[config.mk]
export PLATFORM = sky130hd
export DESIGN_NAME = crs_sequencer
export DESIGN_NICKNAME = d
export VERILOG_FILES = /design/src/hw/crs_pkg.sv /design/src/hw/crs_sequencer.sv
export SDC_FILE = /design/constraint.sdc
export NUM_CORES = 1
export LEC_CHECK = 0
export BUFFER_PORTS_ARGS = -buffer_cell sky130_fd_sc_hd__buf_2
export CAP_MARGIN = 20
export CORE_ASPECT_RATIO = 1.4
export CORE_MARGIN = 3
export CORE_UTILIZATION = 35
export CTS_CLUSTER_DIAMETER = 80
export CTS_CLUSTER_SIZE = 20
export DETAILED_ROUTE_END_ITERATION = 6
export GPL_TIMING_DRIVEN = 1
export HOLD_SLACK_MARGIN = 0.03
export PLACE_DENSITY = 0.57
export SKIP_LAST_GASP = 1
export SLEW_MARGIN = 30
export SYNTH_ARGS = -nofsm -noshare
export SYNTH_HDL_FRONTEND = slang
export SYNTH_SLANG_ARGS = --single-unit
[constraint.sdc]
create_clock -name clk -period 6.3 [get_ports clk]
set_input_delay 0.315 -clock clk [delete_from_list [all_inputs] [get_ports clk]]
set_output_delay 0.315 -clock clk [all_outputs]
set_load 0.03 [all_outputs]
[src/hw/crs_pkg.sv]
package crs_pkg;

  // Opcodes and opcode patterns
  localparam logic [7:0] OP_CALL = 8'hcd;
  localparam logic [7:0] OP_RET = 8'hc9;
  localparam logic [7:0] OP_CC_MASK = 8'hc7;
  localparam logic [7:0] OP_CALL_CC = 8'hc4;
  localparam logic [7:0] OP_RET_CC = 8'hc0;
  localparam int unsigned CC_LSB = 3;

  // Bit positions inside the condition bits
  localparam int unsigned FLAG_SIGN = 7;
  localparam int unsigned FLAG_ZERO = 6;
  localparam int unsigned FLAG_PARITY = 2;
  localparam int unsigned FLAG_CARRY = 0;

  // T-state lengths of machine cycles, and the T state that carries the strobe
  localparam logic [2:0] TS_M1 = 3'h4;
  localparam logic [2:0] TS_M1_LONG = 3'h5;
  localparam logic [2:0] TS_MEM = 3'h3;
  localparam logic [2:0] TS_MEM_LONG = 3'h4;
  localparam logic [2:0] TS_STROBE = 3'h1;

  // Whole-instruction T-state totals
  localparam int unsigned TOT_CALL = 17;
  localparam int unsigned TOT_CALL_SKIP = 10;
  localparam int unsigned TOT_RET = 10;
  localparam int unsigned TOT_RET_CC = 11;
  localparam int unsigned TOT_RET_SKIP = 5;

  // Reset values
  localparam logic [15:0] IP_RESET = 16'h0000;
  localparam logic [15:0] SP_RESET = 16'hffff;

  typedef enum logic [6:0] {
    CRS_FETCH = 7'b0000001,
    CRS_RD_LO = 7'b0000010,
    CRS_RD_HI = 7'b0000100,
    CRS_PUSH_HI = 7'b0001000,
    CRS_PUSH_LO = 7'b0010000,
    CRS_POP_LO = 7'b0100000,
    CRS_POP_HI = 7'b1000000
  } crs_state_t;

endpackage : crs_pkg

`timescale 1ns/1ps
`default_nettype none

module crs_cond_eval
  import crs_pkg::*;
(
  input wire logic [7:0] cond_flags,
  input wire logic [2:0] condition_field,
  output logic cond_true
);

  logic sel_flag;

  always_comb begin
    case (condition_field[2:1])
      2'h0: sel_flag = cond_flags[FLAG_ZERO];
      2'h1: sel_flag = cond_flags[FLAG_CARRY];
      2'h2: sel_flag = cond_flags[FLAG_PARITY];
      default: sel_flag = cond_flags[FLAG_SIGN];
    endcase
    // Even codes test the flag clear, odd codes test it set
    cond_true = (sel_flag == condition_field[0]);
  end

endmodule // crs_cond_eval

`default_nettype wire

[src/hw/crs_sequencer.sv]
`timescale 1ns/1ps
`default_nettype none

module crs_sequencer
  import crs_pkg::*;
(
  input wire logic clk,
  input wire logic rst,
  input wire logic [7:0] cond_flags,
  input wire logic sp_load,
  input wire logic [15:0] sp_value,
  input wire logic [7:0] mem_rdata,
  output logic [15:0] mem_addr,
  output logic [7:0] mem_wdata,
  output logic mem_rd,
  output logic mem_wr,
  output logic [15:0] instruction_pointer,
  output logic [15:0] stack_top_pointer,
  output logic insn_end
);

  ////////////////////////////////////////////////////////////////////////////
  // State

  crs_state_t state, next_state;
  logic [2:0] tcnt, next_tcnt;
  logic [7:0] opcode, next_opcode;
  logic [7:0] target_lo, next_target_lo;
  logic [7:0] target_hi, next_target_hi;
  logic cond_ok, next_cond_ok;
  logic [15:0] next_ip, next_sp, next_addr;
  logic [7:0] next_wdata;

  logic [2:0] m_len;
  logic last_t, strobe, cond_now;
  logic is_call, is_ret, is_ret_cc;
  logic [15:0] ip_inc;

  // Condition bits are only ever read here, never written
  crs_cond_eval u_cond (
    .cond_flags(cond_flags),
    .condition_field(opcode[CC_LSB +: 3]),
    .cond_true(cond_now)
  );

  ////////////////////////////////////////////////////////////////////////////
  // Decode and cycle timing

  always_comb begin
    is_call = (opcode == OP_CALL) || ((opcode & OP_CC_MASK) == OP_CALL_CC);
    is_ret_cc = ((opcode & OP_CC_MASK) == OP_RET_CC);
    is_ret = (opcode == OP_RET);
    ip_inc = instruction_pointer + 16'h0001;
    case (state)
      CRS_FETCH: m_len = is_ret_cc ? TS_M1_LONG : TS_M1;
      CRS_RD_HI: m_len = cond_ok ? TS_MEM_LONG : TS_MEM;
      default: m_len = TS_MEM;
    endcase
    last_t = (tcnt == m_len - 3'h1);
    // Opcode is taken early so the fetch length can stretch for a conditional return
    strobe = (tcnt == TS_STROBE);
    mem_rd = strobe && (state != CRS_PUSH_HI) && (state != CRS_PUSH_LO);
    mem_wr = strobe && ((state == CRS_PUSH_HI) || (state == CRS_PUSH_LO));
  end

  ////////////////////////////////////////////////////////////////////////////
  // Next-state logic

  always_comb begin
    next_state = state;
    next_tcnt = last_t ? 3'h0 : tcnt + 3'h1;
    next_opcode = opcode;
    next_target_lo = target_lo;
    next_target_hi = target_hi;
    next_cond_ok = cond_ok;
    next_ip = instruction_pointer;
    next_sp = stack_top_pointer;
    next_addr = mem_addr;
    next_wdata = mem_wdata;
    insn_end = 1'b0;

    // Read data captured mid-cycle
    if (strobe) begin
      case (state)
        CRS_FETCH: next_opcode = mem_rdata;
        CRS_RD_LO: next_target_lo = mem_rdata;
        CRS_RD_HI: next_target_hi = mem_rdata;
        CRS_POP_LO: next_ip[7:0] = mem_rdata;
        CRS_POP_HI: next_ip[15:8] = mem_rdata;
        default: next_addr = mem_addr;
      endcase
    end

    // Stack pointer set-up only at the start of a fetch, where it is idle
    if (sp_load && (state == CRS_FETCH) && (tcnt == 3'h0)) begin
      next_sp = sp_value;
    end

    if (last_t) begin
      case (state)
        CRS_FETCH: begin
          next_ip = ip_inc;
          if (is_call) begin
            next_cond_ok = (opcode == OP_CALL) || cond_now;
            next_addr = ip_inc;
            next_state = CRS_RD_LO;
          end else if (is_ret || (is_ret_cc && cond_now)) begin
            next_addr = stack_top_pointer;
            next_state = CRS_POP_LO;
          end else begin
            // Failed return or foreign opcode: one fetch only
            next_addr = ip_inc;
            insn_end = 1'b1;
          end
        end
        CRS_RD_LO: begin
          next_ip = ip_inc;
          next_addr = ip_inc;
          next_state = CRS_RD_HI;
        end
        CRS_RD_HI: begin
          // Operands are read whatever the condition
          next_ip = ip_inc;
          if (cond_ok) begin
            next_sp = stack_top_pointer - 16'h0001;
            next_addr = stack_top_pointer - 16'h0001;
            next_wdata = ip_inc[15:8];
            next_state = CRS_PUSH_HI;
          end else begin
            next_addr = ip_inc;
            next_state = CRS_FETCH;
            insn_end = 1'b1;
          end
        end
        CRS_PUSH_HI: begin
          next_sp = stack_top_pointer - 16'h0001;
          next_addr = stack_top_pointer - 16'h0001;
          next_wdata = instruction_pointer[7:0];
          next_state = CRS_PUSH_LO;
        end
        CRS_PUSH_LO: begin
          next_ip = {target_hi, target_lo};
          next_addr = {target_hi, target_lo};
          next_state = CRS_FETCH;
          insn_end = 1'b1;
        end
        CRS_POP_LO: begin
          next_sp = stack_top_pointer + 16'h0001;
          next_addr = stack_top_pointer + 16'h0001;
          next_state = CRS_POP_HI;
        end
        CRS_POP_HI: begin
          next_sp = stack_top_pointer + 16'h0001;
          next_addr = instruction_pointer;
          next_state = CRS_FETCH;
          insn_end = 1'b1;
        end
        default: begin
          next_state = CRS_FETCH;
          next_addr = instruction_pointer;
        end
      endcase
    end
  end

  always_ff @(posedge clk) begin
    if (rst) begin
      state <= CRS_FETCH;
      tcnt <= 3'h0;
      opcode <= 8'h00;
      target_lo <= 8'h00;
      target_hi <= 8'h00;
      cond_ok <= 1'b0;
      instruction_pointer <= IP_RESET;
      stack_top_pointer <= SP_RESET;
      mem_addr <= IP_RESET;
      mem_wdata <= 8'h00;
    end else begin
      state <= next_state;
      tcnt <= next_tcnt;
      opcode <= next_opcode;
      target_lo <= next_target_lo;
      target_hi <= next_target_hi;
      cond_ok <= next_cond_ok;
      instruction_pointer <= next_ip;
      stack_top_pointer <= next_sp;
      mem_addr <= next_addr;
      mem_wdata <= next_wdata;
    end
  end

  ////////////////////////////////////////////////////////////////////////////
  // Checks

  logic [4:0] tstate_count;

  // T states elapsed since the current instruction's fetch began; the first
  // cycle after reset is already fetch T1, so it counts as zero as well
  always_ff @(posedge clk) begin
    if (rst || insn_end) begin
      tstate_count <= 5'h00;
    end else begin
      tstate_count <= tstate_count + 5'h01;
    end
  end

  a_push_hi_byte: assert property (@(posedge clk) disable iff (rst)
    (mem_wr && state == CRS_PUSH_HI) |->
      (mem_addr == stack_top_pointer) && (mem_wdata == instruction_pointer[15:8]))
    else $error("high byte push wrong address or data");

  a_push_lo_next: assert property (@(posedge clk) disable iff (rst)
    (state == CRS_PUSH_HI && last_t) |=>
      (state == CRS_PUSH_LO) && (mem_addr == $past(mem_addr) - 16'h0001)
      && (mem_wdata == $past(instruction_pointer[7:0])))
    else $error("low byte push not one below high byte");

  a_target_load: assert property (@(posedge clk) disable iff (rst)
    (state == CRS_PUSH_LO && last_t) |=>
      (instruction_pointer == {$past(target_hi), $past(target_lo)})
      && (mem_addr == instruction_pointer) && (state == CRS_FETCH))
    else $error("call target not loaded or fetched");

  a_call_length: assert property (@(posedge clk) disable iff (rst)
    (insn_end && state == CRS_PUSH_LO) |-> (tstate_count == 5'(TOT_CALL - 1)))
    else $error("taken call length wrong");

  a_call_skip: assert property (@(posedge clk) disable iff (rst)
    (insn_end && state == CRS_RD_HI) |->
      !cond_ok && (tstate_count == 5'(TOT_CALL_SKIP - 1))
      ##1 (instruction_pointer == $past(instruction_pointer) + 16'h0001) && !mem_wr)
    else $error("failed call length or ip step wrong");

  a_ret_length: assert property (@(posedge clk) disable iff (rst)
    (insn_end && state == CRS_POP_HI) |->
      (tstate_count == 5'(is_ret ? TOT_RET - 1 : TOT_RET_CC - 1)))
    else $error("return length wrong");

  a_pop_step: assert property (@(posedge clk) disable iff (rst)
    (state == CRS_POP_LO && last_t) |=>
      (mem_addr == $past(stack_top_pointer) + 16'h0001) ##3
      (stack_top_pointer == $past(stack_top_pointer, 4) + 16'h0002))
    else $error("return did not step stack pointer twice");

  a_ret_skip: assert property (@(posedge clk) disable iff (rst)
    (insn_end && state == CRS_FETCH && is_ret_cc) |->
      (tstate_count == 5'(TOT_RET_SKIP - 1)) && !cond_now
      ##1 (stack_top_pointer == $past(stack_top_pointer)))
    else $error("failed return length or stack wrong");

  a_cond_call: assert property (@(posedge clk) disable iff (rst)
    (state == CRS_FETCH && last_t && (opcode & OP_CC_MASK) == OP_CALL_CC) |=>
      (state == CRS_RD_LO) && (cond_ok == $past(cond_now)))
    else $error("conditional call decode wrong");

  // Address and pointer bookkeeping across the machine cycles
  a_call_first_push: assert property (@(posedge clk) disable iff (rst)
    (state == CRS_RD_HI && last_t && cond_ok) |=>
      (state == CRS_PUSH_HI) && (stack_top_pointer == $past(stack_top_pointer) - 16'h0001))
    else $error("taken call did not start push one below stack top");

  a_operand_addr: assert property (@(posedge clk) disable iff (rst)
    (mem_rd && (state == CRS_RD_LO || state == CRS_RD_HI)) |->
      (mem_addr == instruction_pointer))
    else $error("operand byte read from wrong address");

  a_pop_addr: assert property (@(posedge clk) disable iff (rst)
    (mem_rd && (state == CRS_POP_LO || state == CRS_POP_HI)) |->
      (mem_addr == stack_top_pointer))
    else $error("pop read not at stack top");

  a_ret_resume: assert property (@(posedge clk) disable iff (rst)
    (state == CRS_POP_HI && last_t) |=>
      (state == CRS_FETCH) && (mem_addr == instruction_pointer))
    else $error("return did not fetch from popped pointer");

  a_ret_skip_ip: assert property (@(posedge clk) disable iff (rst)
    (insn_end && state == CRS_FETCH && is_ret_cc) |=>
      (instruction_pointer == $past(instruction_pointer) + 16'h0001)
      && (mem_addr == instruction_pointer))
    else $error("failed return did not step to next instruction");

  a_no_stray_write: assert property (@(posedge clk) disable iff (rst)
    mem_wr |-> (state == CRS_PUSH_HI || state == CRS_PUSH_LO) && cond_ok)
    else $error("memory written outside a taken call push");

  a_call_skip_sp: assert property (@(posedge clk) disable iff (rst)
    (insn_end && state == CRS_RD_HI) |=>
      (stack_top_pointer == $past(stack_top_pointer)))
    else $error("failed call moved the stack pointer");

  a_cond_ret_pop: assert property (@(posedge clk) disable iff (rst)
    (state == CRS_FETCH && last_t && is_ret_cc && cond_now) |=>
      (state == CRS_POP_LO) && (mem_addr == $past(stack_top_pointer)))
    else $error("taken conditional return did not start pop");

endmodule // crs_sequencer

`default_nettype wire

==> results of run 1 <==
==> cell families (layout without fill, tap and decap cells) <==
group / Yosys count / in the layout / share of synthesized area, %
adders and majority gates: 7 / 7 / 1.37
DFF: 91 / 91 / 28.5
muxes: 50 / 50 / 7.86
xor gates and xnor gates: 44 / 44 / 6.04
and+or+nand+nor: 315 / 315 / 24.5
buffers and inverters: 80 / 126 / 5.08
AOI/OAI and AO/OA: 257 / 257 / 26.6
==> cells in the final DEF (no fill, tap or decap), types with 7 or more instances in the layout <==
cell type,n
nand3_1,18
o211ai_1,15
o21ai_1,8
nand4_1,13
nor3_1,27
nand2b_1,12
a211o_1,9
nor4_1,15
mux2i_1,49
nor2_1,72
xnor2_1,29
xor2_1,15
inv_1,14
nand2_1,104
buf_2,89
a211oi_1,9
ha_1,7
o21ai_0,58
and3_1,9
dfxtp_1,91
clkbuf_16,9
a31oi_1,7
a21oi_1,61
o22ai_1,17
buf_4,7
o221ai_1,7
==> state kept, by name, summed over array words and instances (netlist names) <==
signal and cells:
mem_wdata 8, cond_ok 1, stack_top_pointer 16, target_hi 8, instruction_pointer 16, mem_addr 16, target_lo 8, opcode 8
state 7, tcnt 3
==> report_power, final <==
part,switching (mW),internal [mW],total [mW]
clock,0.278,0.315,0.593
combinational,0.200,0.115,0.315
sequential,0.0530,0.597,0.650
==> worst max-delay path: stages (launching register included) <==
cell and delay [ns]:
dfxtp_1 0.68, inv_1 0.28, or4b_4 0.63, nand2_1 0.09
ha_1 0.16, xnor2_1 0.15, and3_1 0.22, o2111ai_2 0.31
buf_4 0.34, o21ai_1 0.58, buf_4 0.29, o22ai_1 0.10
==> per-stage QoR <==
step,util (%),cells,worst slack [ns],instance area [µm²],hold slack [ns]
floorplan,-,844,3.30,6380,0.437
global placement,39.2,1110,2.39,6910,0.440
detailed placement,39.2,1110,2.37,6910,0.442
CTS,41.0,1126,2.37,7220,0.226
global route,41.0,1126,2.16,7220,0.257
finish,41.0,1126,2.31,7220,0.220
==> layout make-up <==
type | instances | area, µm² | area share [%]
well taps | 236 | 295 | 4.09
inverters | 14 | 52.6 | 0.727
multi-input cells | 673 | 4240 | 58.7
clock buffers | 9 | 225 | 3.12
repair buffers | 96 | 498 | 6.89
clock inverters | 7 | 88.8 | 1.23
flip-flops and latches | 91 | 1820 | 25.2
==> worst max-delay path by stage <==
stage             start                       to  cells past startpoint
2_1_floorplan  state[3]                 insn_end                     10
3_3_place_gp    cond_ok   instruction_pointer[8]                     11
3_5_place_dp    cond_ok  instruction_pointer[15]                     11
4_1_cts         cond_ok   instruction_pointer[8]                     11
5_1_grt        state[2]   instruction_pointer[8]                     11
6_report        cond_ok  instruction_pointer[15]                     11
==> routing by layer <==
metal | wire length, µm | share of wire [%] | track usage, %
met3 | 1480 | 6.2 | 2.83
met1 | 10100 | 42 | 30.9
met2 | 11300 | 47 | 38.4
met4 | 1010 | 4.2 | 11.7
met5 | 0 | 0 | 0
==> impl_metrics.json, run 1 <==
{
  "status": "completed",
  "ff2ff_path_depth": 11,
  "async_flop_share_pct": 0,
  "start_util_pct": 36.2,
  "synth_most_common_cell": "nand2_1",
  "hold_end": "stack_top_pointer[12]",
  "power-per-cell-area_mw_per_mm2": 216,
  "numPortBuffers": 89,
  "grt_antenna_before_repair": 0,
  "grt_overflow": 0,
  "synth_edf_count": 0,
  "clock_latency_ns": 0.36,
  "finalSetupTns_ns": 0,
  "die_y_um": 166,
  "n_antenna_cell": 0,
  "drt_first_pass_iters": 6,
  "grt_pass1_wl_um": 37400,
  "die-area_mm2": 0.0199,
  "cts_setup_buffers": 0,
  "clock_sinks": 91,
  "drive_gt1_share_pct": 15.3,
  "period_needed_ns": 3.99,
  "grt_usage_pct": 23.7,
  "place.gp.congestion": 0.895,
  "rsz0062_at_grt": "false",
  "core_mm2": 0.0176,
  "vias_per_cell": 5.96,
  "synthFlopType": "dfxtp_1",
  "die_w_um": 120,
  "drc_errors": 0,
  "critPathKind": "register to register",
  "maxCapViolCount": 0,
  "r2r-start": "cond_ok",
  "ys_ff_latch": 91,
  "synth_warnings": 0,
  "finalSetupViolCount": 0,
  "hp-class": "input pin to register",
  "synth_cell_types": 78,
  "clk_pin_slew_worst_paths_ns": 0.08,
  "wire_per_inst_um": 21.2,
  "hold_depth": 3,
  "fillers": 1854,
  "cts_root_buffer": "clkbuf_16",
  "cp.arrival_ns": 4.21,
  "max_freq_ghz": 0.250,
  "slew_headroom_pct": 31.7,
  "synth_top_cell_area_share_pct": 28.5,
  "cts_hold_buf": 0,
  "synth.largest_area_cell": "dfxtp_1",
  "pin_count": 94,
  "rows": 57,
  "cp_max_fo": 16,
  "drv_slew": 0,
  "max_slew.worst_pin.slew_ns": 1.02,
  "p_leak_nw": 2.90,
  "synth_area_mm2": 0.00638,
  "min_from": "sp_value[12]",
  "skew_ns": 0.0122,
  "final_antenna_net_count": 0,
  "grt_max_degree": 65,
  "grt_pass1_vias": 6355,
  "startpoint_type": "register",
  "period_share_pct": 63.4,
  "nets": 927,
  "drt-total-wl_um": 23900,
  "clockBufferDepth": 2,
  "syn_to_final_growth_pct": 13.2,
  "synth.area.top_cells": "dfxtp_1 (29%), mux2i_1 (7.7%), nand2_1 (6.1%)",
  "syn_area_per_cell_um2": 7.56,
  "end_kind": "register",
  "synthTopCellsByCount": "nand2_1 (104), dfxtp_1 (91), nor2_1 (72)",
  "yosysSeqAreaShare_pct": 28.5,
  "syn_nets": 886,
  "r2r_end": "instruction_pointer[15]",
  "regToRegSetupSlack_ns": 2.31,
  "cts_buffers": 9,
  "cts_max_level": 3,
  "cts_resized": 0,
  "vias": 6714,
  "hold_viol": 0,
  "dp_hpwl_um": 17400,
  "p_total_mw": 1.56,
  "postSynthCellCount": 844,
  "cp.required_ns": 6.51,
  "drt_iter0_drc": 848,
  "cts_tree": "built",
  "ir_worst_vdd_mv": 0.119
}
(Power assumes the default switching activity.)
==> inputs of run 2 (changes only) <==
==> constraint.sdc (replaced) <==
create_clock -name clk -period 3.95 [get_ports clk]
set_input_delay 0.1975 -clock clk [delete_from_list [all_inputs] [get_ports clk]]
set_output_delay 0.1975 -clock clk [all_outputs]
set_load 0.03 [all_outputs]
==> impl_metrics.json, run 2 (synthesized netlist as in run 1, its figures left out) <==
{
  "top_usage_layer": "met2",
  "vias_per_cell": 6.04,
  "finalSetupTns_ns": 0,
  "numPortBuffers": 89,
  "r2r-start": "state[3]",
  "cts_root_buffer": "clkbuf_16",
  "placedCellCount": 1125,
  "period_share_pct": 86.4,
  "place.gp.congestion": 0.905,
  "cp_max_fo": 16,
  "ir_worst_vdd_mv": 0.168,
  "power-per-cell-area_mw_per_mm2": 334,
  "whs_ns": 0.119,
  "slew_headroom_pct": 37.9,
  "critPathKind": "register to output port",
  "pin_count": 94,
  "grt_util_met1_pct": 30.5,
  "die-area_mm2": 0.0199,
  "start_util_pct": 36.2,
  "cts_setup_buffers": 0,
  "max_slew.worst_pin.slew_ns": 0.924,
  "cts_resized": 0,
  "cp.arrival_ns": 3.21,
  "wire_per_inst_um": 21.4,
  "met3_usage_pct": 2.96,
  "ff2ff_path_depth": 11,
  "drt-total-wl_um": 24400,
  "die_w_um": 120,
  "drv_slew": 0,
  "cts_buffers": 9,
  "skew_ns": 0.0113,
  "nets": 942,
  "end_kind": "output port",
  "cp.required_ns": 3.75,
  "regToRegSetupSlack_ns": 0.64,
  "post_dp_cell_area_mm2": 0.00702,
  "final_antenna_net_count": 0,
  "status": "completed",
  "max_freq_ghz": 0.293,
  "p_total_mw": 2.44,
  "period_needed_ns": 3.41,
  "grt_usage_pct": 23.9,
  "clk_pin_slew_worst_paths_ns": 0.08,
  "r2r_end": "stack_top_pointer[13]",
  "grt_antenna_before_repair": 0,
  "n_antenna_cell": 0,
  "fin_cells": 1141,
  "startpoint_type": "register",
  "reg.largest.list": "instruction_pointer: 16 flops, mem_addr: 16 flops, stack_top_pointer: 16 flops",
  "mostFrequentLayoutCells": "nand2_1 (104), dfxtp_1 (91), buf_2 (89)",
  "hold_depth": 3,
  "final_area_mm2": 0.00732,
  "drt_first_pass_iters": 5,
  "grt_pass1_wl_um": 37900,
  "clock_latency_ns": 0.35,
  "hp-class": "input pin to register",
  "grt_pass1_vias": 6658,
  "cts_max_level": 3,
  "cts_tree": "built",
  "drc_errors": 0,
  "syn_to_final_growth_pct": 14.6,
  "clock_sinks": 91,
  "grt_max_degree": 51,
  "p_leak_nw": 2.98,
  "vias": 6886,
  "drive_gt1_share_pct": 16.6,
  "dp_hpwl_um": 18000,
  "maxCapViolCount": 0,
  "hold_end": "stack_top_pointer[0]",
  "clockBufferDepth": 2,
  "cts_hold_buf": 0,
  "rsz0062_at_grt": "false",
  "rows": 57,
  "die_y_um": 166,
  "min_from": "sp_value[0]",
  "finalSetupViolCount": 0,
  "use_met2_pct": 39.7,
  "grt_overflow": 0,
  "hold_viol": 0,
  "mostFrequentLayoutCell": "nand2_1",
  "fillers": 1896,
  "drt_iter0_drc": 779,
  "core_mm2": 0.0176
}
-- run 2: through the flow --
stage	worst slack, ns	utilization, %
5_1_grt	0.343	41.5
4_1_cts	0.512	41.5
3_5_place_dp	0.658	39.8
6_report	0.539	41.5
3_3_place_gp	0.679	39.8
2_1_floorplan	1.07	-
-- run 2: cell type report --
cell class                      instances  area (µm²)  share of cell area [%]
Timing Repair Buffer                  111         611                    8.35
Multi-Input combinational cell        673        4240                    57.9
Tap cell                              236         295                    4.04
Inverter                               14        52.6                   0.718
Clock inverter                          7        72.6                   0.992
Clock buffer                            9         225                    3.08
Sequential cell                        91        1820                    24.9
-- run 2: critical path: stages (launching register included) --
cell and delay (ns):
dfxtp_1 0.50, or4_1 0.64, nor2_1 0.23, and2_1 0.17, ha_1 0.15, xnor2_1 0.15
and3_1 0.22, o2111ai_2 0.17, buf_4 0.27, nor2_1 0.14, buf_2 0.21
-- run 2: metal layers --
layer / wire length [µm] / up-vias
met4: 1230 / 0
met5: 0 / -
met3: 1550 / 79
met2: 11500 / 321
met1: 10100 / 3262
li1: - / 3224
-- run 2: worst max-delay path by stage --
stage | from | to | cells after the start
finish | state[3] | insn_end | 10
global route | opcode[6] | insn_end | 10
CTS | state[3] | insn_end | 10
detailed placement | state[3] | stack_top_pointer[13] | 11
global placement | state[3] | stack_top_pointer[13] | 11
floorplan | state[3] | insn_end | 10
-- run 2: where the power goes --
group	internal, mW	switching [mW]
logic	0.188	0.321
registers	0.951	0.0845
clock network	0.447	0.452
total	1.59	0.858
